<file path="src/inc/stw_pkg.sv">
// Constants, encodings and carrier types of the stop-mode wake-up source selector
package stw_pkg;

  // Register indices; the byte address is four times the index
  localparam logic [7:0] CFG_TWO_IDX  = 8'h0d;
  localparam logic [7:0] PRIM_IDX     = 8'h0b;
  localparam logic [7:0] STAT_IDX     = 8'h0e;
  localparam int         IDX_SHIFT    = 2;

  // Field layout of stop_wakeup_config_two and of the primary register
  localparam int         LEVEL_BIT    = 6;
  localparam int         SRC_LSB      = 2;
  localparam int         SRC_MSB      = 4;
  localparam int         PRIM_LSB     = 2;
  localparam int         PRIM_MSB     = 4;

  // Status word layout
  localparam int         STAT_WAKE    = 0;
  localparam int         STAT_CFG2    = 1;
  localparam int         STAT_PRIM    = 2;

  // Wake-up source codes of the selector
  typedef enum logic [2:0] {
    SRC_POR_ONLY   = 3'b000,
    SRC_NAND_P2LO  = 3'b001,
    SRC_NAND_P2ALL = 3'b010,
    SRC_NOR_P3     = 3'b011,
    SRC_NAND_P3    = 3'b100,
    SRC_NOR_P3P0   = 3'b101,
    SRC_NAND_P3P0  = 3'b110,
    SRC_NAND_P3P2  = 3'b111
  } stw_src_t;

  // Reset values
  localparam stw_src_t   SRC_RST      = SRC_POR_ONLY;
  localparam logic       LEVEL_RST    = 1'b0;
  localparam logic [2:0] PRIM_RST     = 3'h0;
  localparam logic [31:0] ZERO_WORD   = 32'h0000_0000;

  // APB request from the master
  typedef struct packed {
    logic        psel;
    logic        penable;
    logic        pwrite;
    logic [7:0]  paddr;
    logic [31:0] pwdata;
  } stw_apb_req_t;

  // APB answer to the master
  typedef struct packed {
    logic        pready;
    logic        pslverr;
    logic [31:0] prdata;
  } stw_apb_rsp_t;

  // Port pin levels, or per-pin output-direction flags (1 = output)
  typedef struct packed {
    logic [7:0] port2;
    logic [3:1] port3;
    logic       port0bit7;
    logic       port0bit0;
  } stw_pins_t;

endpackage : stw_pkg

</file>
<file path="src/core/stw_pin_gate.sv">
// NAND and NOR of a group of port pins, ignoring pins driven as outputs
`timescale 1ns/10ps
module stw_pin_gate #(
  parameter int WIDTH = 3
) (
  input  wire logic [WIDTH-1:0] pinLvl,
  input  wire logic [WIDTH-1:0] pinIsOut,
  output logic                  nandOut,
  output logic                  norOut
);
  // Output pins forced to the neutral level of each gate so they never vote
  assign nandOut = ~&(pinLvl | pinIsOut);
  assign norOut  = ~|(pinLvl & ~pinIsOut);
endmodule : stw_pin_gate

</file>
<file path="src/core/stw_wakeup_sel.sv">
// Stop-mode wake-up source selector with its APB register slave
//
// Functional notes
// - Code 101 NOR P3[3:1],P0[0,7]; 011 NOR P3[3:1]
// - Code 110 NAND P3[3:1],P0[0,7]; 100 NAND P3
// - 111 NAND P3/P2[2:0]; 001 P2[3:0]; 010 P2
// - Reset gives source 000 and level low
// - Level bit 6 XORed with selected source
// - Pins configured as outputs never take part
// - Either this or primary source ends stop
// - Source and level bits are write-only
// - Primary register bits 4..2 select its source
//
// The APB slave port was chosen for this implementation.
`timescale 1ns/10ps
module stw_wakeup_sel (
  input  wire logic                  sys_clk,
  input  wire logic                  nrst,
  input  wire stw_pkg::stw_apb_req_t apbReq,
  output      stw_pkg::stw_apb_rsp_t apbRsp,
  input  wire stw_pkg::stw_pins_t    pinLvl,
  input  wire stw_pkg::stw_pins_t    pinIsOut,
  input  wire logic                  primaryWake,
  output logic [2:0]                 primarySrcSel,
  output logic                       stopWake
);
  import stw_pkg::*;

  // Whole state of the block
  typedef struct packed {
    stw_src_t    src;
    logic        level;
    logic [2:0]  prim;
    logic [1:0]  syncWake;
    logic [1:0]  syncCfg;
    logic [1:0]  syncPrim;
    logic        ack;
    logic        err;
    logic [31:0] rdata;
  } stw_state_t;

  stw_state_t st_r;
  stw_state_t st_nxt;

  logic nandP3;
  logic norP3;
  logic nandP3P0;
  logic norP3P0;
  logic nandP2Lo;
  logic nandP2All;
  logic nandP3P2;
  logic unusedNor2Lo;
  logic unusedNor2All;
  logic unusedNor3P2;
  logic selComb;
  logic cfgWake;

  // Pin groups for each source combination
  stw_pin_gate #(.WIDTH(3)) uGateP3 (
    .pinLvl   (pinLvl.port3),
    .pinIsOut (pinIsOut.port3),
    .nandOut  (nandP3),
    .norOut   (norP3)
  );

  stw_pin_gate #(.WIDTH(5)) uGateP3P0 (
    .pinLvl   ({pinLvl.port3, pinLvl.port0bit7, pinLvl.port0bit0}),
    .pinIsOut ({pinIsOut.port3, pinIsOut.port0bit7, pinIsOut.port0bit0}),
    .nandOut  (nandP3P0),
    .norOut   (norP3P0)
  );

  stw_pin_gate #(.WIDTH(4)) uGateP2Lo (
    .pinLvl   (pinLvl.port2[3:0]),
    .pinIsOut (pinIsOut.port2[3:0]),
    .nandOut  (nandP2Lo),
    .norOut   (unusedNor2Lo)
  );

  stw_pin_gate #(.WIDTH(8)) uGateP2All (
    .pinLvl   (pinLvl.port2),
    .pinIsOut (pinIsOut.port2),
    .nandOut  (nandP2All),
    .norOut   (unusedNor2All)
  );

  stw_pin_gate #(.WIDTH(6)) uGateP3P2 (
    .pinLvl   ({pinLvl.port3, pinLvl.port2[2:0]}),
    .pinIsOut ({pinIsOut.port3, pinIsOut.port2[2:0]}),
    .nandOut  (nandP3P2),
    .norOut   (unusedNor3P2)
  );

  // Source mux; purely gates so it works while the oscillator is stopped
  always_comb begin
    unique case (st_r.src)
      SRC_POR_ONLY:   selComb = 1'b0;
      SRC_NAND_P2LO:  selComb = nandP2Lo;
      SRC_NAND_P2ALL: selComb = nandP2All;
      SRC_NOR_P3:     selComb = norP3;
      SRC_NAND_P3:    selComb = nandP3;
      SRC_NOR_P3P0:   selComb = norP3P0;
      SRC_NAND_P3P0:  selComb = nandP3P0;
      SRC_NAND_P3P2:  selComb = nandP3P2;
    endcase
  end

  // Level XOR; recovery when the XOR output is low, never for POR-only
  assign cfgWake = (st_r.src != SRC_POR_ONLY) && !(selComb ^ st_r.level);
  // Either configured source ends stop mode
  assign stopWake = cfgWake | primaryWake;
  assign primarySrcSel = st_r.prim;

  // APB answer comes from flops
  assign apbRsp.pready  = st_r.ack;
  assign apbRsp.pslverr = st_r.err;
  assign apbRsp.prdata  = st_r.rdata;

  logic accessPh;
  logic doneEdge;
  logic hitCfg;
  logic hitPrim;
  logic hitStat;

  // Address decode on word index
  assign accessPh = apbReq.psel && apbReq.penable;
  assign doneEdge = accessPh && st_r.ack;
  assign hitCfg   = apbReq.paddr == (CFG_TWO_IDX << IDX_SHIFT);
  assign hitPrim  = apbReq.paddr == (PRIM_IDX << IDX_SHIFT);
  assign hitStat  = apbReq.paddr == (STAT_IDX << IDX_SHIFT);

  // Next state: one wait state per access, write lands at the pready edge
  always_comb begin
    st_nxt = st_r;
    st_nxt.syncWake = {st_r.syncWake[0], stopWake};
    st_nxt.syncCfg  = {st_r.syncCfg[0], cfgWake};
    st_nxt.syncPrim = {st_r.syncPrim[0], primaryWake};
    st_nxt.ack = 1'b0;
    st_nxt.err = 1'b0;
    if (accessPh && !st_r.ack) begin
      st_nxt.ack   = 1'b1;
      st_nxt.err   = !(hitCfg || hitPrim || hitStat);
      st_nxt.rdata = ZERO_WORD;
      if (!apbReq.pwrite && hitPrim) begin
        st_nxt.rdata[PRIM_MSB:PRIM_LSB] = st_r.prim;
      end
      if (!apbReq.pwrite && hitStat) begin
        st_nxt.rdata[STAT_WAKE] = st_r.syncWake[1];
        st_nxt.rdata[STAT_CFG2] = st_r.syncCfg[1];
        st_nxt.rdata[STAT_PRIM] = st_r.syncPrim[1];
      end
    end
    // Reserved bits are dropped, whatever software writes
    if (doneEdge && apbReq.pwrite && hitCfg) begin
      st_nxt.src   = stw_src_t'(apbReq.pwdata[SRC_MSB:SRC_LSB]);
      st_nxt.level = apbReq.pwdata[LEVEL_BIT];
    end
    if (doneEdge && apbReq.pwrite && hitPrim) begin
      st_nxt.prim = apbReq.pwdata[PRIM_MSB:PRIM_LSB];
    end
  end

  // Register the state; synchronous reset
  always_ff @(posedge sys_clk) begin
    if (!nrst) begin
      st_r       <= '0;
      st_r.src   <= SRC_RST;
      st_r.level <= LEVEL_RST;
      st_r.prim  <= PRIM_RST;
    end else begin
      st_r <= st_nxt;
    end
  end
endmodule : stw_wakeup_sel

</file>
<file path="config.mk">
export PLATFORM = sky130hd
export DESIGN_NAME = stw_wakeup_sel
export DESIGN_NICKNAME = d
export VERILOG_FILES = /design/src/inc/stw_pkg.sv /design/src/core/stw_pin_gate.sv /design/src/core/stw_wakeup_sel.sv
export SDC_FILE = /design/constraint.sdc
export NUM_CORES = 1
export LEC_CHECK = 0
export ABC_AREA = 1
export BUFFER_PORTS_ARGS = -buffer_cell sky130_fd_sc_hd__buf_2
export CAP_MARGIN = 20
export CORE_MARGIN = 2
export CORE_UTILIZATION = 32
export CTS_CLUSTER_DIAMETER = 50
export DETAILED_ROUTE_END_ITERATION = 16
export GPL_ROUTABILITY_DRIVEN = 1
export GPL_TIMING_DRIVEN = 0
export PLACE_DENSITY = 0.66
export SLEW_MARGIN = 30
export SYNTH_ARGS = -nofsm -noshare
export SYNTH_HDL_FRONTEND = slang
export SYNTH_SLANG_ARGS = --single-unit
</file>
<file path="constraint.sdc">
create_clock -name sys_clk -period 1.5 [get_ports sys_clk]
set_input_delay 0.15 -clock sys_clk [delete_from_list [all_inputs] [get_ports sys_clk]]
set_output_delay 0.15 -clock sys_clk [all_outputs]
set_load 0.005 [all_outputs]
</file>
==> results.py <==
metrics = {
    "synthesis": {
        "synth-seq-cells": 20,
        "synth_seq_area_share": 0.291,
        "synth_edf_count": 0,
        "ys.flop_type": "dfxtp_1",
        "synthesis.area_um2": 1370,
        "synth_area_per_cell_um2": 6.64,
        "synthCells": 207,
        "synth_area_leader_cell": "dfxtp_1",
        "ys_top_cells_by_area": "dfxtp_1, buf_4, nand2_1",
        "synth_cell_types": 24,
        "synth_top_area_frac": 0.291,
        "ys_async_sr_fraction": 0,
        "yosys_warnings": 0,
    },
    "floorplanning": {
        "die_x_um": 69.5,
        "die_area_um2": 4830,
        "row_count": 23,
        "coreArea_um2": 4060,
        "initial_core_util": 0.339,
        "io_pins": 110,
        "die_h_um": 69.5,
    },
    "pwr": {
        "p_leak_nw": 1.13,
        "peakVddDrop_v": 0.000476,
        "power_density_nw_per_um2": 672,
    },
    "routing": {
        "vias_per_cell": 3.96,
        "met2_length_mm": 1.40,
        "wl_mm": 2.87,
        "top_layer_used": "met4",
        "vias": 1382,
        "routedLengthMet1_mm": 1.21,
        "ant_nets": 0,
        "dr.pass1.iters": 4,
        "met3_length_um": 241,
        "drt_iter0_markers": 10,
        "drc": 0,
        "wire_per_inst_um": 8.22,
    },
    "worst_setup_path": {
        "crit_type": "flip-flop to primary output",
        "crit_required_ns": 1.35,
        "reg2reg_to": "st_nxt[39]",
        "reg2reg_depth": 13,
        "end_kind": "primary output",
        "critPathMaxFanout": 4,
        "r2r_slack_ns": -0.05,
        "start_kind": "flip-flop",
        "cp_data_arrival_time_ns": 1.50,
        "r2r-start": "st_r[45]",
    },
    "final_layout": {
        "area_growth_pct": 43.4,
        "regArea_um2": 405,
        "finalInstanceArea_um2": 1970,
        "multi_input_area_um2": 712,
        "final_common_cell": "buf_2",
        "fin_nets": 372,
        "mostFrequentLayoutCells": "buf_2, buf_4, nand2_1, conb_1, nor2_1",
        "fill_cells": 439,
        "drive_gt1_frac": 0.452,
        "diodes": 0,
    },
    "status": {
        "status": "finished, violations left",
        "violations": "negative setup slack",
    },
    "cts": {
        "ctsRootBufferMaster": "clkbuf_8",
        "clkLatencyLatePin_ns": 0.26,
        "postCtsHoldBufs": 0,
        "clk_pin_slew_ns": 0.08,
        "max-clock-path-buffers": 2,
        "cts_made_buffers": 3,
        "tritoncts": "done",
        "cts_sinks": 20,
        "cts.htree.levels": 1,
    },
    "timing": {
        "final_hold_viol_count": 0,
        "rsz0062_at_grt": "true",
        "whs_ns": 0.119,
        "max_freq_ghz": 0.605,
        "setup_viol": 3,
        "fin_ws_ns": -0.153,
        "min_period_ns": 1.65,
        "post-route-period-util": 1.10,
        "slew_viol_final": 0,
        "clock_skew_ns": 0.00914,
    },
    "global_routing": {
        "antenna_found_initial": 0,
        "grt_max_degree": 13,
        "grt_usage": 0.120,
        "grt_pass1_vias": 1292,
        "gr-total-overflow": 0,
        "grt_pass1_wl_mm": 4.94,
    },
    "place": {
        "port_buffers": 54,
        "post-dp-hpwl_mm": 2.33,
        "placed_area_um2": 1800,
        "gp_congestion": 0.786,
    },
    "hold_path": {
        "hold_end": "st_nxt[35]",
        "hold_path_class": "input pin to flip-flop",
        "min-delay-start": "primaryWake",
        "hold_depth": 3,
    },
    "job": {
        "drv_cap": 0,
    },
}
worst max-delay path: stages, from the launching register on:
cell and delay [ns]:
dfxtp_2 0.35, inv_2 0.07, nor2_2 0.03, or2_1 0.21, nand2_1 0.08, nand3_2 0.07
nand2_2 0.08, nand2_2 0.06, nand2_2 0.07, nand3_2 0.06, nand2_1 0.06, buf_2 0.10
report_power, final:
group	internal (W)	switching (W)	leakage, nW
logic	0.000136	0.000109	0.931
clock network	0.000356	0.000173	0.0357
registers	0.000544	0.00000645	0.164
total	0.00104	0.000288	1.13
timing repair:
item / 4_1_cts / 5_1_grt
pin swaps: 5 / 3
buffers inserted: 6 / 2
setup endpoints to repair: 1 / 3
resized for setup: 8 / 5
endpoints found under the hold margin: 0 / 0
through the flow:
step / total power (W) / worst slack [ns] / instances / util / setup TNS, ns
3_3_place_gp: 0.000805 / 0.0600 / 337 / 0.445 / 0
4_1_cts: 0.00134 / -0.145 / 347 / 0.478 / -0.269
5_1_grt: 0.00140 / -0.245 / 349 / 0.486 / -0.541
6_report: 0.00132 / -0.153 / 349 / 0.486 / -0.259
2_1_floorplan: 0.000720 / 0.286 / 233 / - / 0
3_5_place_dp: 0.000808 / 0.0615 / 337 / 0.445 / 0
worst max-delay path by stage:
stage             start       end  slack [ns]  depth (start not counted)
2_1_floorplan  st_r[45]  stopWake        0.29                         10
5_1_grt        st_r[45]  stopWake       -0.24                         11
4_1_cts        st_r[45]  stopWake       -0.15                         11
3_3_place_gp   st_r[45]  stopWake        0.06                         10
6_report       st_r[45]  stopWake       -0.15                         11
3_5_place_dp   st_r[45]  stopWake        0.06                         10
sequential cells by signal, indices dropped and copies added (netlist names):
signal / count
primarySrcSel: 3
apbRsp: 7
st_nxt: 3
st_r: 7
cell type report:
cell class,instances,area share
clock buffers,3,0.0210
well taps,50,0.0317
repair buffers,62,0.168
plain buffers,39,0.146
inverters,27,0.0514
multi-input cells,147,0.361
flip-flops and latches,20,0.206
clock inverters,1,0.0152
logic make-up after synthesis:
family	Yosys count	share of synthesized area
AO/OA/AOI/OAI	25	0.0965
buffers and inverters	66	0.283
flip-flops	20	0.291
other	1	0.00273
AND/OR/NAND/NOR	95	0.326
routing by layer:
layer  vias to the layer above  global-route usage
met5                         -                   0
met4                         0              0.0196
met3                         2              0.0305
met2                        54               0.231
met1                       567               0.133
li1                        759                   -
synthesized netlist by cell type (2+ instances only):
master / number
a21oi_1: 12
buf_2: 2
buf_4: 37
dfxtp_1: 20
inv_1: 25
inv_2: 2
nand2_1: 38
nand2_2: 3
nand3_1: 8
nor2_1: 28
nor2_2: 5
nor3_1: 4
o21ai_0: 8
o21ai_1: 4
or2_4: 2
No activity file was read; power rests on OpenSTA's default activity.
